==> src/inc/snrx_pkg.sv <==
// Constants and carrier types for the receive overhead and link alignment block
// Overview of operation
// - Framing bytes always regenerated as F6 and 28
// - Protection bytes passed or zeroed by software
// - Pointer bytes regenerated, other overhead zero
// - H3 slot carries line data on negative stuff
// - Serial drop sends overhead as received, MSB first
// - First framing bit replaced by even parity
// - Line AIS forces every serial drop bit high
// - Marker once per frame at section trace
// - Marker with valid at each J1 position
// - Valid high only for payload carrying data
// - No J1 marker under path AIS
// - Concatenated group marks only its head
// - Valid follows negative and positive justification
// - J1 marker follows every pointer movement
// - Per-link 24-entry by 10-bit alignment FIFO
// - Groupings: slice, both slices, twin, independent
// - Disabled streams never affect group synchronisation
// - Flag error when pulses over 19 apart
// - Sync once; later resync only by software
// - Count 24 down by one, then two
// - Aligned group starts reading together at zero
// - Frame pulses last exactly one clock
package snrx_pkg;
  localparam int unsigned NUM_LINKS     = 8;       // Aligned streams
  localparam int unsigned FIFO_DEPTH    = 24;      // Entries per link
  localparam logic [4:0]  FIFO_LAST     = 5'h17;   // Last FIFO index
  localparam logic [5:0]  ALN_START     = 6'h18;   // Alignment count start
  localparam logic [4:0]  ALN_ERR_SPAN  = 5'h12;   // Largest legal pulse spread less one
  localparam logic [10:0] COL_LAST      = 11'h437; // Last byte column of a row
  localparam logic [3:0]  ROW_LAST      = 4'h8;    // Last row of a frame
  localparam logic [10:0] TOH_COLS      = 11'h024; // Overhead columns per row
  localparam logic [8:0]  TOH_BITS_LAST = 9'h11f;  // Last overhead bit of a row
  localparam logic [3:0]  ROW_FRAMING   = 4'h0;    // Row with A1, A2, J0
  localparam logic [3:0]  ROW_POINTER   = 4'h3;    // Row with H1, H2, H3
  localparam logic [3:0]  ROW_APS       = 4'h4;    // Row with K1, K2
  localparam logic [10:0] COL_GRP2      = 11'h00c; // Start of second column group
  localparam logic [10:0] COL_GRP3      = 11'h018; // Start of third column group
  localparam logic [7:0]  A1_VAL        = 8'hf6;   // First framing byte
  localparam logic [7:0]  A2_VAL        = 8'h28;   // Second framing byte
  localparam logic [7:0]  ONES_BYTE     = 8'hff;   // AIS fill
  // Register byte offsets
  localparam logic [7:0]  REG_CTRL      = 8'h00;
  localparam logic [7:0]  REG_MODE      = 8'h04;
  localparam logic [7:0]  REG_ENABLE    = 8'h08;
  localparam logic [7:0]  REG_RESYNC    = 8'h0c;
  localparam logic [7:0]  REG_STATUS    = 8'h10;
  localparam int unsigned CTRL_KPASS    = 0;       // Pass K1/K2 through
  localparam int unsigned CTRL_AISF     = 1;       // Force line AIS
  localparam logic [1:0]  CTRL_RST      = 2'h0;
  localparam logic [15:0] MODE_RST      = 16'h0000;
  localparam logic [7:0]  ENABLE_RST    = 8'hff;

  // Alignment grouping per link
  typedef enum logic [1:0] {
    GRP_SOLO  = 2'b00,
    GRP_TWIN  = 2'b01,
    GRP_SLICE = 2'b10,
    GRP_ALL   = 2'b11
  } snrx_grp_t;

  // Per-link read control state
  typedef enum logic [1:0] {
    ALN_IDLE  = 2'b00,
    ALN_COUNT = 2'b01,
    ALN_READ  = 2'b10
  } snrx_aln_t;

  // Path information from the pointer stage, one per byte
  typedef struct packed {
    logic payload_valid_flag;       // Byte lies in the payload envelope
    logic j1;        // Byte is a path overhead J1
    logic ais_p;     // Path AIS on this STS-1
    logic head;      // STS-1 heads its concatenation group
    logic neg_just;  // Negative justification this frame
    logic pos_just;  // Positive stuff byte carries no data
  } snrx_path_t;

  // One alignment FIFO entry, ten bits
  typedef struct packed {
    logic       vld;
    logic       fp;
    logic [7:0] data;
  } snrx_entry_t;
endpackage

==> src/rtl/snrx_align.sv <==
// Receive overhead regeneration, serial drop and multi-link frame alignment
//
// Chosen here: register access over Avalon-MM and the placing of the registers.
`timescale 1ns/1ps
module snrx_align
  import snrx_pkg::*;
(
  input  wire logic                      CLK,
  input  wire logic                      RST_N,
  input  wire logic                      CE,
  input  wire logic [7:0]                AVS_ADDRESS,
  input  wire logic                      AVS_READ,
  input  wire logic                      AVS_WRITE,
  input  wire logic [31:0]               AVS_WRITEDATA,
  output logic      [31:0]               AVS_READDATA,
  output logic                           AVS_WAITREQUEST,
  input  wire logic                      LINE_FP,
  input  wire logic [7:0]                LINE_DATA,
  input  wire snrx_path_t                LINE_PATH,
  input  wire logic [7:0]                LINE_H1,
  input  wire logic [7:0]                LINE_H2,
  input  wire logic [7:0]                LINE_K1,
  input  wire logic [7:0]                LINE_K2,
  input  wire logic [7:0]                LINE_TOH_RAW,
  input  wire logic                      LINE_LOF,
  output logic      [7:0]                PAR_DATA,
  output logic                           PAR_VALID,
  output logic                           PAR_MARK,
  output logic                           PAR_FP,
  output logic                           TOH_SDATA,
  output logic                           TOH_SFP,
  output logic                           TOH_SEN,
  input  wire logic [NUM_LINKS-1:0]      LNK_FP,
  input  wire logic [NUM_LINKS-1:0][7:0] LNK_DATA,
  output snrx_entry_t [NUM_LINKS-1:0]    ALN_OUT,
  output logic      [NUM_LINKS-1:0]      ALN_SYNCED
);

  ////////////////////////////////////////////////////////////////////////////
  // Register file
  logic [1:0]           ctrl_q;      // Protection pass, AIS force
  logic [15:0]          mode_q;      // Two grouping bits per link
  logic [NUM_LINKS-1:0] enable_q;    // Link enables
  logic [NUM_LINKS-1:0] resync_q;    // One-clock resync pulses
  logic [NUM_LINKS-1:0] err_q;       // Sticky alignment errors
  logic [NUM_LINKS-1:0] err_set;     // Error events from read controls
  logic                 ack_q;       // Answer cycle of a bus access
  logic                 req;         // Any access pending
  logic                 wr_take;     // Write takes effect now

  assign req             = AVS_READ | AVS_WRITE;
  assign AVS_WAITREQUEST = req & ~ack_q;
  assign wr_take         = CE & AVS_WRITE & ack_q;

  // One wait state: request seen, then answered next edge
  always_ff @(posedge CLK) begin
    if (!RST_N) begin
      ack_q <= 1'b0;
    end else if (CE) begin
      ack_q <= req & ~ack_q;
    end
  end

  // Read data captured in the wait cycle, stands through the answer
  always_ff @(posedge CLK) begin
    if (!RST_N) begin
      AVS_READDATA <= 32'h0000_0000;
    end else if (CE && AVS_READ && !ack_q) begin
      unique case (AVS_ADDRESS)
        REG_CTRL:   AVS_READDATA <= {30'h0000_0000, ctrl_q};
        REG_MODE:   AVS_READDATA <= {16'h0000, mode_q};
        REG_ENABLE: AVS_READDATA <= {24'h00_0000, enable_q};
        REG_STATUS: AVS_READDATA <= {16'h0000, ALN_SYNCED, err_q};
        default:    AVS_READDATA <= 32'h0000_0000; // Unmapped and resync read zero
      endcase
    end
  end

  // Control registers written by software
  always_ff @(posedge CLK) begin
    if (!RST_N) begin
      ctrl_q   <= CTRL_RST;
      mode_q   <= MODE_RST;
      enable_q <= ENABLE_RST;
    end else if (wr_take) begin
      if (AVS_ADDRESS == REG_CTRL) begin
        ctrl_q <= AVS_WRITEDATA[1:0];
      end
      if (AVS_ADDRESS == REG_MODE) begin
        mode_q <= AVS_WRITEDATA[15:0];
      end
      if (AVS_ADDRESS == REG_ENABLE) begin
        enable_q <= AVS_WRITEDATA[NUM_LINKS-1:0];
      end
    end
  end

  // Resync strobes; only software can realign after start-up
  always_ff @(posedge CLK) begin
    if (!RST_N) begin
      resync_q <= '0;
    end else if (CE) begin
      resync_q <= (wr_take && AVS_ADDRESS == REG_RESYNC) ? AVS_WRITEDATA[NUM_LINKS-1:0] : '0;
    end
  end

  // Sticky errors, write one to clear; a new event beats the clear
  always_ff @(posedge CLK) begin
    if (!RST_N) begin
      err_q <= '0;
    end else if (CE) begin
      if (wr_take && AVS_ADDRESS == REG_STATUS) begin
        err_q <= (err_q & ~AVS_WRITEDATA[NUM_LINKS-1:0]) | err_set;
      end else begin
        err_q <= err_q | err_set;
      end
    end
  end

  ////////////////////////////////////////////////////////////////////////////
  // Frame position counters
  logic [10:0] col_q;     // Byte column in the row
  logic [3:0]  row_q;     // Row in the frame
  logic        in_toh;    // Overhead column
  logic        ais_l;     // Line AIS, lost frame or forced

  assign in_toh = col_q < TOH_COLS;
  assign ais_l  = LINE_LOF | ctrl_q[CTRL_AISF];

  // Line frame pulse marks A1 of STS-1 one
  always_ff @(posedge CLK) begin
    if (!RST_N) begin
      col_q <= 11'h000;
      row_q <= 4'h0;
    end else if (CE) begin
      if (LINE_FP) begin
        col_q <= 11'h001; // Pulse byte is column zero
        row_q <= 4'h0;
      end else if (col_q == COL_LAST) begin
        col_q <= 11'h000;
        row_q <= (row_q == ROW_LAST) ? 4'h0 : row_q + 4'h1;
      end else begin
        col_q <= col_q + 11'h001;
      end
    end
  end

  ////////////////////////////////////////////////////////////////////////////
  // Parallel output bus
  logic       a1_slot, a2_slot, j0_slot, h1_slot, h2_slot, h3_slot, k1_slot, k2_slot;
  logic [7:0] par_d;     // Next output byte
  logic       vld_d;     // Next payload valid
  logic       mark_d;    // Next marker

  assign a1_slot = row_q == ROW_FRAMING && col_q < COL_GRP2;
  assign a2_slot = row_q == ROW_FRAMING && col_q >= COL_GRP2 && col_q < COL_GRP3;
  assign j0_slot = row_q == ROW_FRAMING && col_q == COL_GRP3;
  assign h1_slot = row_q == ROW_POINTER && col_q < COL_GRP2;
  assign h2_slot = row_q == ROW_POINTER && col_q >= COL_GRP2 && col_q < COL_GRP3;
  assign h3_slot = row_q == ROW_POINTER && col_q >= COL_GRP3 && in_toh;
  assign k1_slot = row_q == ROW_APS && col_q == COL_GRP2;
  assign k2_slot = row_q == ROW_APS && col_q == COL_GRP3;

  // Overhead regeneration and payload flags
  always_comb begin
    par_d  = 8'h00;   // Unlisted overhead bytes are zero
    vld_d  = 1'b0;
    mark_d = 1'b0;
    if (!in_toh) begin
      par_d  = LINE_DATA;
      vld_d  = LINE_PATH.payload_valid_flag & ~LINE_PATH.pos_just;
      mark_d = LINE_PATH.payload_valid_flag & LINE_PATH.j1 & LINE_PATH.head & ~LINE_PATH.ais_p;
    end else if (a1_slot) begin
      par_d = A1_VAL;
    end else if (a2_slot) begin
      par_d = A2_VAL;
    end else if (j0_slot) begin
      mark_d = 1'b1;  // Section trace of STS-1 one
    end else if (h1_slot) begin
      par_d = LINE_PATH.ais_p ? ONES_BYTE : LINE_H1; // SS bits ride through
    end else if (h2_slot) begin
      par_d = LINE_PATH.ais_p ? ONES_BYTE : LINE_H2;
    end else if (h3_slot) begin
      par_d = LINE_PATH.neg_just ? LINE_DATA : 8'h00;
      vld_d = LINE_PATH.neg_just;
    end else if (k1_slot) begin
      par_d = ctrl_q[CTRL_KPASS] ? LINE_K1 : 8'h00;
    end else if (k2_slot) begin
      par_d = ctrl_q[CTRL_KPASS] ? LINE_K2 : 8'h00;
    end
  end

  // Output bus registered, one clock behind the counters
  always_ff @(posedge CLK) begin
    if (!RST_N) begin
      PAR_DATA  <= 8'h00;
      PAR_VALID <= 1'b0;
      PAR_MARK  <= 1'b0;
      PAR_FP    <= 1'b0;
    end else if (CE) begin
      PAR_DATA  <= par_d;
      PAR_VALID <= vld_d;
      PAR_MARK  <= mark_d;
      PAR_FP    <= row_q == ROW_FRAMING && col_q == 11'h000; // Single clock
    end
  end

  ////////////////////////////////////////////////////////////////////////////
  // Serial overhead drop: one row buffered, sent during payload time
  logic [7:0] toh_buf [TOH_COLS];  // Row of received overhead
  logic [8:0] bit_q;               // Bit being sent
  logic       sh_act_q;            // Shifting a row
  logic       par_acc_q;           // Parity of this frame so far
  logic       par_prev_q;          // Parity of the previous frame
  logic [7:0] sh_byte;             // Byte under the shifter

  assign sh_byte = toh_buf[bit_q[8:3]];

  // Store overhead bytes exactly as received
  always_ff @(posedge CLK) begin
    if (CE && in_toh) begin
      toh_buf[col_q[5:0]] <= LINE_TOH_RAW;
    end
  end

  // Even parity over the whole overhead of a frame
  always_ff @(posedge CLK) begin
    if (!RST_N) begin
      par_acc_q  <= 1'b0;
      par_prev_q <= 1'b0;
    end else if (CE && in_toh) begin
      if (row_q == ROW_FRAMING && col_q == 11'h000) begin
        par_prev_q <= par_acc_q;
        par_acc_q  <= ^LINE_TOH_RAW;
      end else begin
        par_acc_q  <= par_acc_q ^ (^LINE_TOH_RAW);
      end
    end
  end

  // Row shifter starts when the overhead columns end
  always_ff @(posedge CLK) begin
    if (!RST_N) begin
      sh_act_q <= 1'b0;
      bit_q    <= 9'h000;
    end else if (CE) begin
      if (col_q == TOH_COLS) begin
        sh_act_q <= 1'b1;
        bit_q    <= 9'h000;
      end else if (sh_act_q) begin
        sh_act_q <= bit_q != TOH_BITS_LAST;
        bit_q    <= bit_q + 9'h001;
      end
    end
  end

  // Serial outputs, MSB first; AIS gives all ones, parity included
  always_ff @(posedge CLK) begin
    if (!RST_N) begin
      TOH_SDATA <= 1'b0;
      TOH_SFP   <= 1'b0;
      TOH_SEN   <= 1'b0;
    end else if (CE) begin
      TOH_SEN <= sh_act_q;
      TOH_SFP <= sh_act_q && bit_q == 9'h000;
      if (!sh_act_q) begin
        TOH_SDATA <= 1'b0;
      end else if (ais_l) begin
        TOH_SDATA <= 1'b1;
      end else if (row_q == ROW_FRAMING && bit_q == 9'h000) begin
        TOH_SDATA <= par_prev_q;
      end else begin
        TOH_SDATA <= sh_byte[3'h7 - bit_q[2:0]];
      end
    end
  end

  ////////////////////////////////////////////////////////////////////////////
  // Link inputs come from pins: two flops before any use
  logic [NUM_LINKS-1:0]      fp_m_q, fp_s_q;
  logic [NUM_LINKS-1:0][7:0] dat_m_q, dat_s_q;

  always_ff @(posedge CLK) begin
    if (!RST_N) begin
      fp_m_q  <= '0;
      fp_s_q  <= '0;
      dat_m_q <= '0;
      dat_s_q <= '0;
    end else if (CE) begin
      fp_m_q  <= LNK_FP;
      fp_s_q  <= fp_m_q;
      dat_m_q <= LNK_DATA;
      dat_s_q <= dat_m_q;
    end
  end

  // Group members of a link, by its own grouping
  function automatic logic [NUM_LINKS-1:0] grp_mask(input int unsigned idx, input logic [1:0] mode);
    logic [NUM_LINKS-1:0] m;
    m = '0;
    for (int unsigned j = 0; j < NUM_LINKS; j++) begin
      unique case (snrx_grp_t'(mode))
        GRP_SOLO:  m[j] = j == idx;
        GRP_TWIN:  m[j] = (j >> 1) == (idx >> 1);
        GRP_SLICE: m[j] = (j >> 2) == (idx >> 2);
        GRP_ALL:   m[j] = 1'b1;
      endcase
    end
    return m;
  endfunction

  ////////////////////////////////////////////////////////////////////////////
  // Per-link FIFO, write control and read control
  for (genvar i = 0; i < NUM_LINKS; i++) begin : g_link
    snrx_entry_t          mem_q [FIFO_DEPTH]; // 24 x 10 bits
    logic [4:0]           wr_q;               // Write index
    logic [4:0]           rd_q;               // Read index
    snrx_aln_t            st_q;               // Read control state
    logic [5:0]           cnt_q;              // Alignment count
    logic [4:0]           span_q;             // Clocks since first pulse
    logic [NUM_LINKS-1:0] seen_q;             // Members that pulsed
    logic [NUM_LINKS-1:0] mask;               // Enabled group members
    logic [NUM_LINKS-1:0] pls;                // Member pulses this clock
    logic                 all_in;             // Every member has pulsed
    logic [5:0]           step;               // Decrement this clock

    // Disabled links and links in another mode stay out of the group
    always_comb begin
      mask = '0;
      for (int unsigned j = 0; j < NUM_LINKS; j++) begin
        mask[j] = grp_mask(i, mode_q[2*i +: 2])[j] & enable_q[j]
                  & (mode_q[2*j +: 2] == mode_q[2*i +: 2]);
      end
    end
    assign pls    = fp_s_q & mask;
    assign all_in = ((seen_q | pls) & mask) == mask;
    assign step   = all_in ? 6'h02 : 6'h01;

    // Frame byte always lands at index zero
    always_ff @(posedge CLK) begin
      if (!RST_N) begin
        wr_q <= 5'h00;
      end else if (CE) begin
        if (fp_s_q[i]) begin
          wr_q <= 5'h01;
        end else begin
          wr_q <= (wr_q == FIFO_LAST) ? 5'h00 : wr_q + 5'h01;
        end
      end
    end

    // FIFO storage with the frame bit beside each byte
    always_ff @(posedge CLK) begin
      if (CE) begin
        mem_q[fp_s_q[i] ? 5'h00 : wr_q] <= '{vld: 1'b1, fp: fp_s_q[i], data: dat_s_q[i]};
      end
    end

    // Read control: armed once after reset, re-armed only by resync
    always_ff @(posedge CLK) begin
      if (!RST_N) begin
        st_q   <= ALN_IDLE;
        cnt_q  <= ALN_START;
        seen_q <= '0;
      end else if (CE) begin
        if (resync_q[i]) begin
          st_q   <= ALN_IDLE;                   // Data in flight is lost
          seen_q <= '0;
        end else begin
          unique case (st_q)
            ALN_IDLE: if (|pls) begin
              st_q   <= ALN_COUNT;
              cnt_q  <= ALN_START - step;
              seen_q <= pls;
            end
            ALN_COUNT: begin
              seen_q <= seen_q | pls;
              cnt_q  <= cnt_q - step;
              if (cnt_q <= step) begin
                st_q <= ALN_READ;               // Whole group leaves together
              end
            end
            ALN_READ: st_q <= ALN_READ;         // No automatic resync
            default:  st_q <= ALN_IDLE;
          endcase
        end
      end
    end

    // Spread counter for the pulse window
    always_ff @(posedge CLK) begin
      if (!RST_N) begin
        span_q <= 5'h00;
      end else if (CE) begin
        if (st_q == ALN_IDLE) begin
          span_q <= 5'h00;
        end else if (st_q == ALN_COUNT && !all_in && span_q <= ALN_ERR_SPAN) begin
          span_q <= span_q + 5'h01;
        end
      end
    end
    assign err_set[i] = CE && enable_q[i] && st_q == ALN_COUNT && !all_in && span_q == ALN_ERR_SPAN;

    // Read index starts at zero on release
    always_ff @(posedge CLK) begin
      if (!RST_N) begin
        rd_q <= 5'h00;
      end else if (CE) begin
        if (st_q != ALN_READ) begin
          rd_q <= 5'h00;
        end else begin
          rd_q <= (rd_q == FIFO_LAST) ? 5'h00 : rd_q + 5'h01;
        end
      end
    end

    // Aligned output registered
    always_ff @(posedge CLK) begin
      if (!RST_N) begin
        ALN_OUT[i] <= '0;
      end else if (CE) begin
        ALN_OUT[i] <= (st_q == ALN_READ && !resync_q[i]) ? mem_q[rd_q] : '0;
      end
    end
    assign ALN_SYNCED[i] = st_q == ALN_READ;

    rd_start_a: assert property (@(posedge CLK) disable iff (!RST_N)
      (CE && st_q == ALN_COUNT && cnt_q <= step && !resync_q[i]) |=> (st_q == ALN_READ && rd_q == 5'h00))
      else $error("read did not start at index zero");
    // Frozen clocks stretch the wait and a resync in the window restarts it, so they end the check
    align_wait_a: assert property (@(posedge CLK) disable iff (!RST_N || !CE || resync_q[i])
      (st_q == ALN_IDLE && pls == mask && mask != '0) |-> ##12 st_q == ALN_READ)
      else $error("aligned pulses did not wait twelve clocks");
    align_err_a: assert property (@(posedge CLK) disable iff (!RST_N)
      (CE && enable_q[i] && st_q == ALN_COUNT && !all_in && span_q == ALN_ERR_SPAN && !resync_q[i])
      |=> err_q[i])
      else $error("pulse spread over limit not flagged");
  end

  ////////////////////////////////////////////////////////////////////////////
  // Checks on the overhead and serial paths
  framing_byte_a: assert property (@(posedge CLK) disable iff (!RST_N)
    (CE && !LINE_FP && row_q == ROW_FRAMING && col_q == 11'h000) |=> PAR_DATA == A1_VAL)
    else $error("first framing byte wrong");
  aps_zero_a: assert property (@(posedge CLK) disable iff (!RST_N)
    (CE && !LINE_FP && k1_slot && !ctrl_q[CTRL_KPASS]) |=> PAR_DATA == 8'h00)
    else $error("protection byte not zeroed");
  h3_fill_a: assert property (@(posedge CLK) disable iff (!RST_N)
    (CE && !LINE_FP && h3_slot && !LINE_PATH.neg_just) |=> (PAR_DATA == 8'h00 && !PAR_VALID))
    else $error("H3 slot not zero without stuffing");
  trace_mark_a: assert property (@(posedge CLK) disable iff (!RST_N)
    (CE && !LINE_FP && j0_slot) |=> (PAR_MARK && !PAR_VALID))
    else $error("section trace marker missing");
  path_ais_a: assert property (@(posedge CLK) disable iff (!RST_N)
    (CE && !LINE_FP && !in_toh && LINE_PATH.ais_p) |=> !PAR_MARK)
    else $error("J1 marker under path AIS");
  ais_drop_a: assert property (@(posedge CLK) disable iff (!RST_N)
    (CE && sh_act_q && ais_l) |=> TOH_SDATA)
    else $error("serial drop not all ones under AIS");
  frame_pulse_a: assert property (@(posedge CLK) disable iff (!RST_N)
    (CE && PAR_FP) |=> !PAR_FP)
    else $error("frame pulse longer than one clock");

endmodule
==> config.mk <==
export PLATFORM = sky130hd
export DESIGN_NAME = snrx_align
export DESIGN_NICKNAME = d
export VERILOG_FILES = /design/src/inc/snrx_pkg.sv /design/src/rtl/snrx_align.sv
export SDC_FILE = /design/constraint.sdc
export NUM_CORES = 2
export LEC_CHECK = 0
export ABC_CLOCK_PERIOD_IN_PS = 3800
export BUFFER_PORTS_ARGS = -buffer_cell sky130_fd_sc_hd__buf_2
export CORE_ASPECT_RATIO = 0.75
export CORE_MARGIN = 3
export CORE_UTILIZATION = 45
export DETAILED_ROUTE_END_ITERATION = 8
export GPL_TIMING_DRIVEN = 0
export SLEW_MARGIN = 15
export SYNTH_ARGS = -nofsm -noshare
export SYNTH_HDL_FRONTEND = slang
export SYNTH_SLANG_ARGS = --single-unit
==> constraint.sdc <==
create_clock -name CLK -period 3.8 [get_ports CLK]
set_input_delay 0.38 -clock CLK [delete_from_list [all_inputs] [get_ports CLK]]
set_output_delay 0.38 -clock CLK [all_outputs]
set_load 0.01 [all_outputs]
=== After elaboration in Yosys (flattened, before gate mapping) ===
Memory sizes are Yosys's and may differ from the RTL's. A register that Yosys moved wholly into a read port is not among the register bits.
Index checks and enable logic that the tools add are counted.

* Memories kept: 9
* RAM bits: 2016
* Logic and storage cells: 992
* Output and inout bits: 135
* Register bits: 588

* $lt $le $gt $ge: 22
* Reductions and logical operators: 225
* Bitwise operators: 169
* $add $sub $neg: 44
* Muxes and demuxes: 241
* Equal/unequal tests: 172

{| class="wikitable"
|+ Memory list
! memory !! words !! bits a word !! rd ports !! clocked after Yosys merged registers in !! write ports !! line !! RTL
|-
| toh_buf || 36 || 8 || 1 || 1 || 1 || snrx_align.sv:210 || <nowiki>logic [7:0] toh_buf [TOH_COLS];</nowiki>
|-
| g_link[0].mem_q || 24 || 9 || 1 || 1 || 1 || snrx_align.sv:315 || <nowiki>snrx_entry_t mem_q [FIFO_DEPTH];</nowiki>
|-
| g_link[1].mem_q || 24 || 9 || 1 || 1 || 1 || snrx_align.sv:315 ||
|-
| g_link[2].mem_q || 24 || 9 || 1 || 1 || 1 || snrx_align.sv:315 ||
|-
| g_link[3].mem_q || 24 || 9 || 1 || 1 || 1 || snrx_align.sv:315 ||
|-
| g_link[4].mem_q || 24 || 9 || 1 || 1 || 1 || snrx_align.sv:315 ||
|-
| 3 more memories || -- || -- || -- || -- || -- || -- ||
|}

{| class="wikitable"
|+ Operators with widths
! cell !! number
|-
| $mux W5 || 72
|-
| $mux W8 || 32
|-
| $and A8 B8 Y8 || 17
|-
| $pmux W8 S2 || 8
|-
| $and A1 B1 Y1 || 127
|-
| $add A5 B1 Y5 const B || 24
|-
| $eq A5 B5 Y1 const B || 24
|-
| $eq A2 B2 Y1 || 56
|-
| $pmux W6 S2 || 8
|-
| $mux W10 || 8
|-
| $or A8 B8 Y8 || 10
|-
| $logic_and A1 B1 Y1 || 75
|-
| $eq A8 B8 Y1 || 8
|-
| $mux W2 || 32
|-
| $pmux W16 S4 || 1
|-
| $reduce_or A8 Y1 || 8
|-
| $mux W6 || 10
|-
| $eq A2 B2 Y1 const B || 24
|-
| $le A6 B2 Y1 || 8
|-
| $ne A3 B3 Y1 const B || 16
|-
| $pmux W1 S2 || 24
|-
| $pmux W2 S3 || 8
|-
| $reduce_and A3 Y1 || 16
|-
| $reduce_or A3 Y1 || 16
|-
| 48 further kinds || 241
|}

=== Logic depth before layout (Yosys ltp) ===
* Depth after elaboration: 14
* Depth in mapped cells: 15
* Mapped depth without buffers: 12

=== Worst setup path before layout ===
OpenSTA, ideal clock, no wires.

* Path kind: register to register
* Start: register fp_s_q[0]
* End: register g_link[4].st_q[0]
* Stages on the path, launching flop included: 15
* Arrival: 3240 ps
* Slack: 428 ps
* Path buffers: 3
* Clock period less this slack: 3372 ps
* Required time: 3668 ps
* Cells stage by stage: dfxtp_1 -> buf_2 -> nand2b_1 -> buf_2 -> o32a_1 -> a21oi_1 -> or4_1 -> clkbuf_2 -> ha_1 -> fa_1 -> a21oi_1 -> nor4b_1 -> o21ai_0 -> nand3b_1 -> a21oi_1

* Word-level cells in the longest chain between the ends: 8

{| class="wikitable"
|+ Ends and longest elaborated chain
! element !! line !! RTL
|-
| from (decl) || snrx_align.sv:280 || <nowiki>logic [NUM_LINKS-1:0] fp_m_q, fp_s_q;</nowiki>
|-
| from (signal assigned) || snrx_align.sv:291 || <nowiki>fp_s_q <= fp_m_q;</nowiki>
|-
| $and A8 B8 Y8 (*) || snrx_align.sv:335 || <nowiki>assign pls = fp_s_q & mask;</nowiki>
|-
| $or A8 B8 Y8 || snrx_align.sv:336 || <nowiki>assign all_in = ((seen_q | pls) & mask) == mask;</nowiki>
|-
| $and A8 B8 Y8 || snrx_align.sv:336 ||
|-
| $eq A8 B8 Y1 || snrx_align.sv:336 ||
|-
| $mux W2 || snrx_align.sv:337 || <nowiki>assign step = all_in ? 6'h02 : 6'h01;</nowiki>
|-
| $le A6 B2 Y1 || snrx_align.sv:379 || <nowiki>if (cnt_q <= step) begin</nowiki>
|-
| $ne A3 B3 Y1 (no source line) || -- ||
|-
| $reduce_and A3 Y1 (no source line) (*) || -- ||
|-
| to (signal assigned) || snrx_align.sv:380 || <nowiki>st_q <= ALN_READ;</nowiki>
|-
| to (signal assigned) || snrx_align.sv:383 || <nowiki>ALN_READ: st_q <= ALN_READ;</nowiki>
|-
| to (signal assigned) || snrx_align.sv:384 || <nowiki>default: st_q <= ALN_IDLE;</nowiki>
|-
| to (decl) || snrx_align.sv:318 || <nowiki>snrx_aln_t st_q;</nowiki>
|}

Every way passes the cells marked *; elsewhere a longest branch is shown, timed or not.
A chain may end at the register's enable or synchronous reset.

=== Final worst setup path ===
* Start: input port CE
* End: memory g_link[5].mem_q[0][2] (netlist name), enable pin

* Word-level cells in the longest chain between the ends: 2

{| class="wikitable"
|+ Ends and longest elaborated chain
! element !! line !! RTL
|-
| from (decl) || snrx_align.sv:10 || <nowiki>input wire logic CE,</nowiki>
|-
| $mux W1 || snrx_align.sv:354 || <nowiki>if (CE) begin</nowiki>
|-
| $mux W1 || snrx_align.sv:355 || <nowiki>mem_q[fp_s_q[i] ? 5'h00 : wr_q] <= '{vld: 1'b1, fp: fp_s_q[i], data: dat_s_q[i]};</nowiki>
|-
| to (decl) || snrx_align.sv:315 ||
|}

Every way passes these cells.

==> summary.md <==
| Metric | Value |
|---|---|
| Clock skew | `about 0.037 ns` |
| Finished Cell Area | `121,100 um2` |
| Synthesized flop and latch total | `~2,600` |
| Buffers on Ports | `272` |
| Worst-Margin Slew | `roughly 1.3 ns` |
| Relative slew slack | `12.74%` |
| Critical path's largest stage delay | `about 0.8 ns` |
| Area Growth Syn to Fin | `14.68%` |
| ANT nets after route | `0` |
| Share of cells above drive strength 1 | `20.25%` |
| Iteration-0 DRC Markers | `7,568` |
| Synth top area share | `57.34%` |
| Crit path DAT | `between 4 and 5 ns` |
| Worst VDD drop | `roughly 0.00035 V` |
| H-Tree Depth | `5` |
| Grt ovf | `0` |
| Initial antenna violation count | `27` |
| Yosys warns | `0` |
| Sequential area share after synthesis | `69.06%` |
| Syn Std Cell Area | `105,600 um2` |
| First-pass GRT wire length | `431,400 um` |
| CP max FO | `11` |
| DP Area | `between 100,000 and 150,000 um2` |
| Starting Density | `45.39%` |
| I/O pin cnt | `between 300 and 400` |
| Final net count | `7,560` |
| Floorplan die height | `~430 um` |
| Pleak | `39.95 nW` |
| Fin util | `52.05%` |
| Distinct cells, synth | `between 100 and 150` |
| CTS tree | `done` |
| Clock sink total | `2,634` |
| Setup violators final | `69` |
| Worst setup EP type | `register` |
| Ranking of synthesized cells by area | `edfxtp_1 57%, mux4_2 12%, dfxtp_1 12%, mux2i_1 2.5%, nor2_1 2.3%` |
| Drt pass-1 iters | `7` |
| Hold_ws | `0.08667 ns` |
| Main synth FF type | `edfxtp_1` |
| CP required | `4.25 ns` |
| Core Area | `232,600 um2` |
| DRC | `0` |
| Final Critical Period | `between 3 and 4 ns` |
| Area leader, netlist | `edfxtp_1` |
| Site Rows | `153` |
| Pins Over Slew Limit | `0` |
| Clock Path Buffers | `4` |
| Die W | `565.3 um` |
| Total Wirelength | `roughly 300,000 um` |
| Mean Syn Cell Area | `~16 um2` |
| Vias/cell | `around 5.9` |
| Period utilization | `101.9%` |
| PnR worst setup slack | `-0.07367 ns` |
| DP Worst Slack | `-1.848 ns` |
| RSZ-0062 raised after global routing | `no` |
| F_max | `258.2 MHz` |
| Root buf cell | `clkbuf_16` |
| Hpwl dp | `just over 200,000 um` |
| Ys async rst share | `0%` |
| Post-synth EDFFs | `2,016` |
| CTS Buf Count | `267` |
| Post-Syn Instances | `about 6,600` |
| Max-capacitance violation count | `0` |
| Hold Crit Class | `primary input to register` |
| Setup CP Type | `primary input to register` |
| RD Place Congestion | `0.9432` |
| PD cells | `493.5 nW/um2` |
| Largest net degree at the start of global routing | `38` |
| Vias in the first global route | `60,950` |
| All-Layer GR Usage | `about 25%` |
| Hold Vio Cnt, Final | `0` |
| Slowest cell on crit path | `clkbuf_1` |
| Run status | `complete, but fails checks` |
| Clock Latency Late Sink | `0.86 ns` |
| Routed wire per std cell | `between 20 and 30 um` |
| Clock Pin Slew Worst Setup and Hold Paths | `about 0.060 ns` |
| Total Power | `between 0.05 and 0.06 W` |
| Total number of vias | `63,020` |
| Setup crit start kind | `primary input` |
| Violated checks | `negative setup slack` |
| CP Cell Sequence | `buf_2 > clkdlybuf4s15_2 > clkbuf_1 > clkbuf_2 > o21ai_1 > a21oi_2` |
| Die Area | `240,500 um2` |
[report_power, final]
group          leakage (nW)  internal (W)  switching [W]
clock network          4.22        0.0151         0.0112
logic                  11.8      0.000637        0.00136
registers              24.0        0.0311       0.000331
total                  39.9        0.0468         0.0129
[metal layers]
layer,GRT usage [%],wire [um],vias to the layer above
li1,-,-,27190
met1,36.31,129200,32420
met2,36.83,135200,2848
met3,4.700,25770,566
met4,8.638,11870,2
met5,0,13,-
[layout by cell type, fill, tap and decap left out, drive strengths merged, types with 28 or more instances in the layout]
master,n
edfxtp,2016
nor2,647
dfxtp,618
mux4,574
clkbuf,548
buf,470
nand2,465
o21ai,265
mux2i,259
a21oi,178
inv,149
nand3,125
dlygate4sd3,109
clkinv,85
ha,81
a22oi,55
nor3,52
nand4,51
nand3b,49
nor2b,46
nand2b,45
or3,41
nor4,31
o22ai,30
xnor2,28
[critical path, delay by kind of cell]
| kind | cells | cell delay, ns |
|---|---|---|
| AOI/OAI and AO/OA | 2 | 1.26 |
| buffers and inverters | 4 | 2.63 |
[area by class of cell]
| cell class | count | area (um2) |
|---|---|---|
| fill | 18920 | 111500 |
| antenna | 1 | 2.502 |
| clock buffer | 349 | 7234 |
| multi-input combinational | 3482 | 30630 |
| timing repair buffer | 403 | 2755 |
| clock inverter | 132 | 1386 |
| buffer | 377 | 1744 |
| inverter | 133 | 499.2 |
| sequential | 2634 | 72940 |
| tap | 3100 | 3879 |
[cells in the mapped netlist, types with 29 or more instances]
cell type     n
nor2_1      645
nand2_1     464
nand3b_1     49
nor3_1       49
or3_1        41
a22oi_1      55
buf_1        58
inv_1       130
nand3_1     125
nand4_1      49
buf_4        31
clkbuf_1    199
ha_1         81
dfxtp_1     618
nand2b_1     45
edfxtp_1   2016
o21ai_0     248
mux4_2      574
nor2b_1      46
a21oi_1     177
mux2i_1     259
buf_2        86
o22ai_1      29
[worst paths after layout]
check                    from  slack (ns)               endpoint  depth (start not counted)
setup / recovery           CE       -0.07  g_link[5].mem_q[0][2]                          6
hold / removal       LINE_LOF        0.09              TOH_SDATA                          4
setup reg to reg     col_q[6]        0.09            PAR_DATA[0]                         10
hold reg to reg   ALN_OUT[79]        0.44            ALN_OUT[79]                          2
[state kept, by name (all words and copies together) (netlist names), 2 cells and up, named ones only]
| name | count |
|---|---|
| g_link.rd_q | 40 |
| dat_m_q | 64 |
| g_link.wr_q | 40 |
| fp_s_q | 8 |
| PAR_DATA | 8 |
| col_q | 11 |
| ALN_OUT | 80 |
| enable_q | 8 |
| g_link.seen_q | 64 |
| resync_q | 8 |
| g_link.st_q | 16 |
| g_link.span_q | 40 |
| g_link.mem_q | 1728 |
| ctrl_q | 2 |
| bit_q | 9 |
| AVS_READDATA | 16 |
| g_link.cnt_q | 48 |
| dat_s_q | 64 |
| toh_buf | 288 |
| err_q | 8 |
| row_q | 4 |
| mode_q | 16 |
| fp_m_q | 8 |
[timing repair]
action                                 CTS  global route
gates resized for setup                 38            13
pin swaps                                0             3
buffers inserted                         1            12
setup endpoints to repair              531            18
hold buffers                           109             0
endpoints found under the hold margin  127             0
[cell families (layout without fill, tap and decap cells)]
logic type | Yosys count | count (layout) | share of synthesized area, %
multiplexers | 838 | 838 | 14.75
AO/OA/AOI/OAI | 856 | 856 | 5.455
XOR/XNOR | 51 | 51 | 0.4373
other | 1 | 17 | 0.003552
AND/OR/NAND/NOR | 1632 | 1632 | 7.092
adder cells (fa/ha/maj) | 89 | 89 | 1.112
buffers and inverters | 515 | 1394 | 2.088
flip-flops | 2634 | 2634 | 69.06
[through the flow]
step,setup TNS [ns],instances
2_1_floorplan,0,6631
3_3_place_gp,-1416.17,10000
3_5_place_dp,-873.94,10010
4_1_cts,0,10600
5_1_grt,0,10610
6_report,-2.104,10610
No activity file was read; power rests on OpenSTA's default activity.
